## config.mk

```make
export PLATFORM = sky130hd
export DESIGN_NAME = lsc_pin_ctrl
export DESIGN_NICKNAME = d
export VERILOG_FILES = /design/src/core/lsc_pin_ctrl.v /design/src/core/lsc_skew_acc.v /design/src/core/lsc_sync_edge.v
export VERILOG_INCLUDE_DIRS = /design/src /design/src/core
export SDC_FILE = /design/constraint.sdc
export NUM_CORES = 1
export LEC_CHECK = 0
export BUFFER_PORTS_ARGS = -buffer_cell sky130_fd_sc_hd__clkbuf_2
export CELL_PAD_IN_SITES_DETAIL_PLACEMENT = 1
export CELL_PAD_IN_SITES_GLOBAL_PLACEMENT = 2
export CORE_ASPECT_RATIO = 1.2
export CORE_MARGIN = 2
export CORE_UTILIZATION = 30
export DETAILED_ROUTE_END_ITERATION = 6
export PLACE_DENSITY = 0.86
export SLEW_MARGIN = 30
export SYNTH_ARGS = -nofsm -noshare
export SYNTH_HDL_FRONTEND = slang
export SYNTH_SLANG_ARGS = --single-unit
export TNS_END_PERCENT = 10
```

## constraint.sdc

```tcl
create_clock -name mclk -period 2.85 [get_ports mclk]
set_clock_uncertainty 0.05 [all_clocks]
set_input_delay 0.57 -clock mclk [delete_from_list [all_inputs] [get_ports mclk]]
set_output_delay 0.57 -clock mclk [all_outputs]
set_load 0.02 [all_outputs]
```

## src/core/lsc_pins_regs.vh

```
// Constants for the lock, skew and clock-select pin logic
`ifndef LSC_PINS_REGS_VH
`define LSC_PINS_REGS_VH

// Skew accumulator and latency widths
`define LSC_SKEW_W 16
`define LSC_LAT_W 8
`define LSC_SKEW_RST 16'h0000
`define LSC_SKEW_ONE 16'h0001

// One skew step is one internal oscillator period
`define LSC_SKEW_STEP_PS 200

// High-speed output divider field
`define LSC_HSDIV_W 4
`define LSC_HSDIV_NO_INC 4'h4

// Input clock identities
`define LSC_SEL_A 1'b0
`define LSC_SEL_B 1'b1

// Control port modes
`define LSC_MODE_I2C 1'b0
`define LSC_MODE_SPI 1'b1

// Synchronised pin group: bit positions
`define LSC_PIN_N 6
`define LSC_PIN_DOWN 0
`define LSC_PIN_UP 1
`define LSC_PIN_SEL 2
`define LSC_PIN_SCL 3
`define LSC_PIN_SDA 4
`define LSC_PIN_MODE 5

`endif

```

## src/core/lsc_pin_ctrl.v

```verilog
// Lock flag, skew step, clock select and control port pin logic
//
// Behaviour
// - Enabled lock flag pin with polarity bit 1 drives 0 when locked, 1 when unlocked.
// - Lock flag pin is tristated while its enable bit is 0.
// - Polarity bit chooses the active level of the lock flag pin.
// - Lock state always mirrored to a status bit, pin enabled or not.
// - Each down pulse lowers skew by one oscillator period, about 200 ps.
// - Each up pulse raises skew by one oscillator period, about 200 ps.
// - Skew accumulator wraps at 16 bits and never saturates.
// - Skew pins step skew only when pin control enabled; else latency setting.
// - Both skew pins high disables phase buildout.
// - Up pulse has no effect when high-speed divider equals 4.
// - Manual mode with select pin enabled: pin 0 picks A, 1 picks B.
// - Select pin enable 0: register bit chooses, pin input ignored.
// - Automatic mode with output enabled drives active input on pin.
// - Automatic mode with alarms on both inputs: indication holds last active input.
// - Active output enable 0 tristates the shared select pin output.
// - Active input identity always mirrored to a status bit.
// - One serial clock pin serves both SPI and I2C control modes.
// - SPI mode drives serial data out; I2C mode is bidirectional.
`timescale 1ns/1ps
`include "lsc_pins_regs.vh"
module lsc_pin_ctrl (
  input wire mclk,
  input wire rst,
  // Lock flag
  input wire pll_locked,
  input wire lock_flag_pin_enable,
  input wire lock_flag_polarity,
  output reg lock_loss_out_o,
  output reg lock_loss_out_oe,
  output reg lock_state_status,
  // Skew control
  input wire skew_down_pulse,
  input wire skew_up_pulse,
  input wire skew_pin_control_enable,
  input wire [`LSC_LAT_W-1:0] output_latency_setting,
  input wire [`LSC_HSDIV_W-1:0] high_speed_output_divider,
  output reg [`LSC_SKEW_W-1:0] skew_setting_q,
  output reg skew_step_up_q,
  output reg skew_step_down_q,
  output reg buildout_disable_q,
  // Input clock select and active indication
  input wire auto_select_mode,
  input wire select_pin_enable,
  input wire select_register_bit,
  input wire active_input_pin_enable,
  input wire auto_active_input,
  input wire alarm_input_clock_a,
  input wire alarm_input_clock_b,
  input wire clock_select_or_active_pin_i,
  output reg clock_select_or_active_pin_o,
  output reg clock_select_or_active_pin_oe,
  output reg selected_input_q,
  output reg active_input_status,
  // Control port pins
  input wire control_port_mode_pin,
  input wire serial_clock_pin,
  input wire shared_serial_data_pin_i,
  output reg shared_serial_data_pin_o,
  output reg shared_serial_data_pin_oe,
  input wire port_data_out,
  input wire port_data_drive,
  output reg control_port_mode_q,
  output reg serial_clock_q,
  output reg serial_data_in_q
);
  wire [`LSC_PIN_N-1:0] pins_raw;
  wire [`LSC_PIN_N-1:0] pins_lvl;
  wire [`LSC_PIN_N-1:0] pins_rise;
  wire [`LSC_SKEW_W-1:0] acc_count;
  wire both_high;
  wire up_ok;
  wire step_up;
  wire step_down;
  wire lock_lost;
  wire digital_hold;
  wire [`LSC_SKEW_W-1:0] latency_ext;
  reg lock_level_d;
  reg active_ind_q;
  reg active_ind_d;
  reg sel_d;
  reg [`LSC_SKEW_W-1:0] skew_d;
  reg sda_o_d;
  reg sda_oe_d;

  // Pins from outside are grouped so one synchroniser serves all
  assign pins_raw[`LSC_PIN_DOWN] = skew_down_pulse;
  assign pins_raw[`LSC_PIN_UP] = skew_up_pulse;
  assign pins_raw[`LSC_PIN_SEL] = clock_select_or_active_pin_i;
  assign pins_raw[`LSC_PIN_SCL] = serial_clock_pin;
  assign pins_raw[`LSC_PIN_SDA] = shared_serial_data_pin_i;
  assign pins_raw[`LSC_PIN_MODE] = control_port_mode_pin;

  lsc_sync_edge #(
    .WIDTH(`LSC_PIN_N)
  ) u_sync (
    .mclk(mclk),
    .rst(rst),
    .pin_in(pins_raw),
    .level(pins_lvl),
    .rise(pins_rise)
  );

  assign both_high = pins_lvl[`LSC_PIN_UP] & pins_lvl[`LSC_PIN_DOWN];

  assign up_ok = (high_speed_output_divider != `LSC_HSDIV_NO_INC);

  // Held-high pair is a mode, not a step; simultaneous rise is ignored
  // steps gated by pin control
  function step_ok;
    input enable;
    input rise;
    input parked;
    begin
      step_ok = enable & rise & ~parked;
    end
  endfunction

  assign step_up = up_ok &
    step_ok(skew_pin_control_enable, pins_rise[`LSC_PIN_UP], both_high);
  assign step_down =
    step_ok(skew_pin_control_enable, pins_rise[`LSC_PIN_DOWN], both_high);

  lsc_skew_acc u_acc (
    .mclk(mclk),
    .rst(rst),
    .step_up(step_up),
    .step_down(step_down),
    .count(acc_count)
  );

  // Signed latency; extend so a negative setting stays negative
  assign latency_ext = {{(`LSC_SKEW_W-`LSC_LAT_W){output_latency_setting[`LSC_LAT_W-1]}},
    output_latency_setting};

  always @*
  begin
    if (skew_pin_control_enable)
    begin
      skew_d = acc_count;
    end
    else
    begin
      skew_d = latency_ext;
    end
  end

  // Skew outputs; the setting lags the step pulse by one cycle
  always @(posedge mclk or posedge rst)
  begin
    if (rst)
    begin
      skew_setting_q <= `LSC_SKEW_RST;
      skew_step_up_q <= 1'b0;
      skew_step_down_q <= 1'b0;
      buildout_disable_q <= 1'b0;
    end
    else
    begin
      skew_setting_q <= skew_d;
      skew_step_up_q <= step_up;
      skew_step_down_q <= step_down;
      buildout_disable_q <= both_high;
    end
  end

  assign lock_lost = ~pll_locked;

  always @*
  begin
    if (lock_flag_polarity)
    begin
      lock_level_d = lock_lost;
    end
    else
    begin
      lock_level_d = ~lock_lost;
    end
  end

  // Lock flag pin and status
  always @(posedge mclk or posedge rst)
  begin
    if (rst)
    begin
      lock_loss_out_o <= 1'b0;
      lock_loss_out_oe <= 1'b0;
      lock_state_status <= 1'b0;
    end
    else
    begin
      lock_loss_out_o <= lock_level_d;
      lock_loss_out_oe <= lock_flag_pin_enable;
      lock_state_status <= lock_lost;
    end
  end

  // Manual selection source
  always @*
  begin
    if (select_pin_enable)
    begin
      sel_d = pins_lvl[`LSC_PIN_SEL];
    end
    else
    begin
      sel_d = select_register_bit;
    end
  end

  // Both inputs alarmed means the loop is in digital hold
  assign digital_hold = alarm_input_clock_a & alarm_input_clock_b;

  // Active indication
  always @*
  begin
    active_ind_d = active_ind_q;
    if (!auto_select_mode)
    begin
      active_ind_d = sel_d;
    end
    else if (!digital_hold)
    begin
      active_ind_d = auto_active_input;
    end
  end

  // The pin is input in manual mode; is relied on for a clean level
  always @(posedge mclk or posedge rst)
  begin
    if (rst)
    begin
      active_ind_q <= `LSC_SEL_A;
      selected_input_q <= `LSC_SEL_A;
      active_input_status <= `LSC_SEL_A;
      clock_select_or_active_pin_o <= 1'b0;
      clock_select_or_active_pin_oe <= 1'b0;
    end
    else
    begin
      active_ind_q <= active_ind_d;
      selected_input_q <= auto_select_mode ? active_ind_d : sel_d;
      active_input_status <= active_ind_d;
      clock_select_or_active_pin_o <= active_ind_d;
      clock_select_or_active_pin_oe <= auto_select_mode & active_input_pin_enable;
    end
  end

  // Shared serial data pin drive
  always @*
  begin
    if (pins_lvl[`LSC_PIN_MODE] == `LSC_MODE_SPI)
    begin
      sda_o_d = port_data_out;
      sda_oe_d = port_data_drive;
    end
    else
    begin
      // Open drain: only ever pulls low, never drives high
      sda_o_d = 1'b0;
      sda_oe_d = port_data_drive & ~port_data_out;
    end
  end

  always @(posedge mclk or posedge rst)
  begin
    if (rst)
    begin
      control_port_mode_q <= `LSC_MODE_I2C;
      serial_clock_q <= 1'b0;
      serial_data_in_q <= 1'b0;
      shared_serial_data_pin_o <= 1'b0;
      shared_serial_data_pin_oe <= 1'b0;
    end
    else
    begin
      control_port_mode_q <= pins_lvl[`LSC_PIN_MODE];
      serial_clock_q <= pins_lvl[`LSC_PIN_SCL];
      serial_data_in_q <= pins_lvl[`LSC_PIN_SDA];
      shared_serial_data_pin_o <= sda_o_d;
      shared_serial_data_pin_oe <= sda_oe_d;
    end
  end
endmodule // lsc_pin_ctrl

```

## src/core/lsc_skew_acc.v

```verilog
// Wrapping skew accumulator, one count per oscillator period
`timescale 1ns/1ps
`include "lsc_pins_regs.vh"
module lsc_skew_acc (
  input wire mclk,
  input wire rst,
  input wire step_up,
  input wire step_down,
  output wire [`LSC_SKEW_W-1:0] count
);
  reg [`LSC_SKEW_W-1:0] count_q;
  reg [`LSC_SKEW_W-1:0] count_d;

  always @*
  begin
    count_d = count_q;
    if (step_up && !step_down)
    begin
      count_d = count_q + `LSC_SKEW_ONE;
    end
    else if (step_down && !step_up)
    begin
      count_d = count_q - `LSC_SKEW_ONE;
    end
  end

  always @(posedge mclk or posedge rst)
  begin
    if (rst)
    begin
      count_q <= `LSC_SKEW_RST;
    end
    else
    begin
      count_q <= count_d;
    end
  end

  assign count = count_q;
endmodule // lsc_skew_acc

```

## src/core/lsc_sync_edge.v

```verilog
// Two-stage pin synchroniser with rising edge detect per bit
`timescale 1ns/1ps
module lsc_sync_edge #(
  parameter WIDTH = 1
) (
  input wire mclk,
  input wire rst,
  input wire [WIDTH-1:0] pin_in,
  output wire [WIDTH-1:0] level,
  output wire [WIDTH-1:0] rise
);
  genvar i;
  generate
    for (i = 0; i < WIDTH; i = i + 1)
    begin : g_bit
      reg meta_q;
      reg sync_q;
      reg last_q;
      // First stage feeds only the second
      always @(posedge mclk or posedge rst)
      begin
        if (rst)
        begin
          meta_q <= 1'b0;
          sync_q <= 1'b0;
          last_q <= 1'b0;
        end
        else
        begin
          meta_q <= pin_in[i];
          sync_q <= meta_q;
          last_q <= sync_q;
        end
      end
      assign level[i] = sync_q;
      assign rise[i] = sync_q & ~last_q;
    end
  endgenerate
endmodule // lsc_sync_edge

```

==> results.json <==
{
  "grt_pass1_vias": 2291,
  "async_flop_share_pct": 100,
  "clock_sinks": 59,
  "path_clk_slew_ns": 0.07,
  "synth_warnings": 0,
  "crit_slowest_cell": "dfrtp_1",
  "slowest_delay_ns": 0.40,
  "synth_edf_count": 0,
  "drt_iter0_drc": 77,
  "postSynthCellCount": 241,
  "antenna_found_initial": 0,
  "synth_top_area_cell": "dfrtp_1",
  "drcViolationCount": 0,
  "cts_tree": "yes",
  "fmax_ghz": 0.373,
  "maxCapViolations": 0,
  "routed_via_density": 4.70,
  "final_cell_area_sq_um": 3650,
  "ant_nets": 0,
  "fin_crit_sh_pct": 94.0,
  "peakVddDrop_mv": 0.219,
  "first_pass_iters": 4,
  "crit_family": "compound AO/OA/AOI/OAI gates",
  "cp-end-kind": "flop",
  "ys_seq_area_share_pct": 55.4,
  "startpoint_type": "flop",
  "detail_route.wl_per_cell_um": 13.9,
  "drive_above_1_share_pct": 40.1,
  "die_y_um": 107,
  "drt-total-wl_um": 6360,
  "grt_first_pass_wirelength_um": 10800,
  "cts_hold_buf": 0,
  "ys_types": 43,
  "netlist_area_sq_um": 2670,
  "yosys.area.top_type_share_pct": 55.4,
  "hold_ws_ns": 0.281,
  "post_dp_cell_area_sq_um": 3330,
  "synth_area_leaders": "dfrtp_1 (55%), ha_1 (7.0%), nand2_1 (5.9%)",
  "relSlewSlack_pct": 52.1,
  "grt_max_degree": 34,
  "port_buffers": 63,
  "grt_remaining_overflow": 0,
  "gp_congestion": 0.804,
  "die_area_sq_um": 9660,
  "rsz0062_at_grt": "yes",
  "comb_power_share_pct": 47.6,
  "setup_violations": 0,
  "crit_required_ns": 3.01,
  "internal-power_mw": 2.42,
  "cts_root_buf": "clkbuf_8",
  "core_sq_um": 8610,
  "antenna_cells": 0,
  "finalNetCount": 383,
  "path_max_fanout": 12,
  "status": "complete, no violations",
  "p_switching_mw": 1.42,
  "worstSetupPathType": "reg2reg",
  "synth_most_common_cell": "dfrtp_1",
  "num_rows": 37,
  "path_cells": "nand4bb_1 -> nor2_2 -> ha_4 -> inv_6 -> ha_1 -> a21o_1 -> a31o_1 -> a41o_1 -> a211oi_2 -> xor2_1 -> o21ai_1",
  "dpl.hpwl_um": 5000,
  "clk_latency_ns": 0.34,
  "switching_share_pct": 37.0,
  "leakagePower_nw": 1.80,
  "syn_nets": 290,
  "synth_ff_type": "dfrtp_1",
  "seqPwrFrac_pct": 30.3,
  "power_frac_clock_pct": 22.2,
  "yosys-top-cells-count": "dfrtp_1 (59), nand2_1 (42), ha_1 (15)",
  "synth-seq-cells": 59,
  "vias": 2145,
  "numCtsBuffers": 9,
  "worst_pin_slew_ns": 0.718,
  "hp-class": "in2reg",
  "synth.avg_cell_area_sq_um": 11.1,
  "h-tree-depth": 3,
  "powerDensity_nw_per_um2": 1050,
  "cts_buffer_depth": 2,
  "slew_viol_final": 0,
  "start_util_pct": 31.0,
  "grtUsageTotal_pct": 14.2,
  "finalHoldViolCount": 0,
  "min_period_ns": 2.68,
  "area_growth_pct": 36.7,
  "path_buf_inv": 1,
  "cp.arrival_ns": 2.84,
  "io_pins": 64,
  "fp.dieW_um": 90.1
}
[final cells by class]
type	instances	area, sq um
Sequential cell	59	1480
Timing Repair Buffer	93	553
Clock buffer	10	138
Fill cell	998	4960
Multi-Input combinational cell	163	1210
Tap cell	117	146
Inverter	8	35.0
Clock inverter	6	88.8
[registers in the layout (all words and copies together) (netlist names), 2 cells and up, named ones only]
signal               count
skew_setting_q          16
u_sync.g_bit.last_q      2
u_sync.g_bit.sync_q      6
u_sync.g_bit.meta_q      6
u_acc.count             16
[power groups by stage]
stage	registers (mW)	clock network (mW)	logic [mW]
2_1_floorplan	1.21	0	1.03
3_3_place_gp	1.17	0	1.67
3_5_place_dp	1.17	0	1.71
4_1_cts	1.16	0.866	1.73
5_1_grt	1.19	0.903	2.04
6_report	1.16	0.851	1.83
[kinds of logic (layout without fill, tap and decap cells)]
kind of cell | Yosys count | in the layout | share of synthesized area, %
AO/OA/AOI/OAI | 56 | 56 | 13.5
XOR/XNOR | 15 | 15 | 4.93
adder cells (fa/ha/maj) | 16 | 16 | 7.79
buffers and inverters | 19 | 117 | 3.33
flip-flops | 59 | 59 | 55.4
multiplexers | 9 | 9 | 3.71
AND/OR/NAND/NOR | 67 | 67 | 11.4
[timing repair]
item	in CTS	in global routing
setup endpoints to repair	2	7
setup buffers	0	2
pin swaps	0	3
resized for setup	2	15
[through the flow]
stage | cells | total power, mW | worst slack [ns] | setup TNS [ns] | utilization [%]
2_1_floorplan | 241 | 2.25 | 0.0138 | 0 | -
3_3_place_gp | 438 | 2.84 | -0.162 | -0.486 | 38.6
3_5_place_dp | 438 | 2.88 | -0.221 | -1.28 | 38.6
4_1_cts | 454 | 3.76 | 0.00152 | 0 | 41.4
5_1_grt | 456 | 4.13 | -0.0401 | -0.0539 | 42.3
6_report | 456 | 3.84 | 0.171 | 0 | 42.3
[worst paths after layout]
check                                            startpoint                          endpoint  slack [ns]  cells after the start
max in group asynchronous                               rst      skew_setting_q[15]$_DFF_PP0_        1.88                      3
min reg2reg                u_sync.g_bit[2].meta_q$_DFF_PP0_  u_sync.g_bit[2].sync_q$_DFF_PP0_        0.29                      0
min in group asynchronous                               rst      skew_setting_q[10]$_DFF_PP0_        0.29                      2
max reg2reg                u_sync.g_bit[0].sync_q$_DFF_PP0_       u_acc.count[14]$_DFFE_PP0P_        0.17                     11
max                        u_sync.g_bit[0].sync_q$_DFF_PP0_       u_acc.count[14]$_DFFE_PP0P_        0.17                     11
min                                shared_serial_data_pin_i  u_sync.g_bit[4].meta_q$_DFF_PP0_        0.28                      1
[layer usage]
layer | track usage (%) | wire (um) | vias up | share of wire, %
met2 | 27.0 | 3550 | 43 | 56
met4 | 5.93 | 121 | 0 | 1.9
li1 | - | - | 1011 | -
met3 | 3.50 | 218 | 14 | 3.4
met1 | 14.9 | 2470 | 1077 | 39
met5 | 0 | 0 | - | 0
[cells in the final DEF (no fill, tap or decap), types with 2 or more instances in the layout]
master | synthesis | final
a21oi_1 | 13 | 10
mux2i_1 | 2 | 2
a211oi_2 | 1 | 4
o21bai_1 | 3 | 2
nand2_1 | 42 | 42
xor2_1 | 8 | 8
o211ai_1 | 3 | 3
dfrtp_1 | 59 | 59
o21ai_0 | 7 | 6
bufinv_16 | 0 | 2
ha_4 | 0 | 4
nor2_1 | 6 | 5
nand2b_1 | 2 | 2
buf_4 | 2 | 29
o21ai_1 | 10 | 11
nand3_2 | 0 | 2
a21o_1 | 5 | 5
clkbuf_2 | 0 | 63
a211oi_1 | 5 | 2
clkbuf_8 | 0 | 10
and2_1 | 5 | 5
mux2_2 | 7 | 7
ha_1 | 15 | 11
nor2b_1 | 2 | 2
xnor2_1 | 7 | 7
clkinvlp_4 | 0 | 2
inv_1 | 8 | 6
a21oi_2 | 0 | 3
Note: power is estimated with default switching activity, not from simulation.
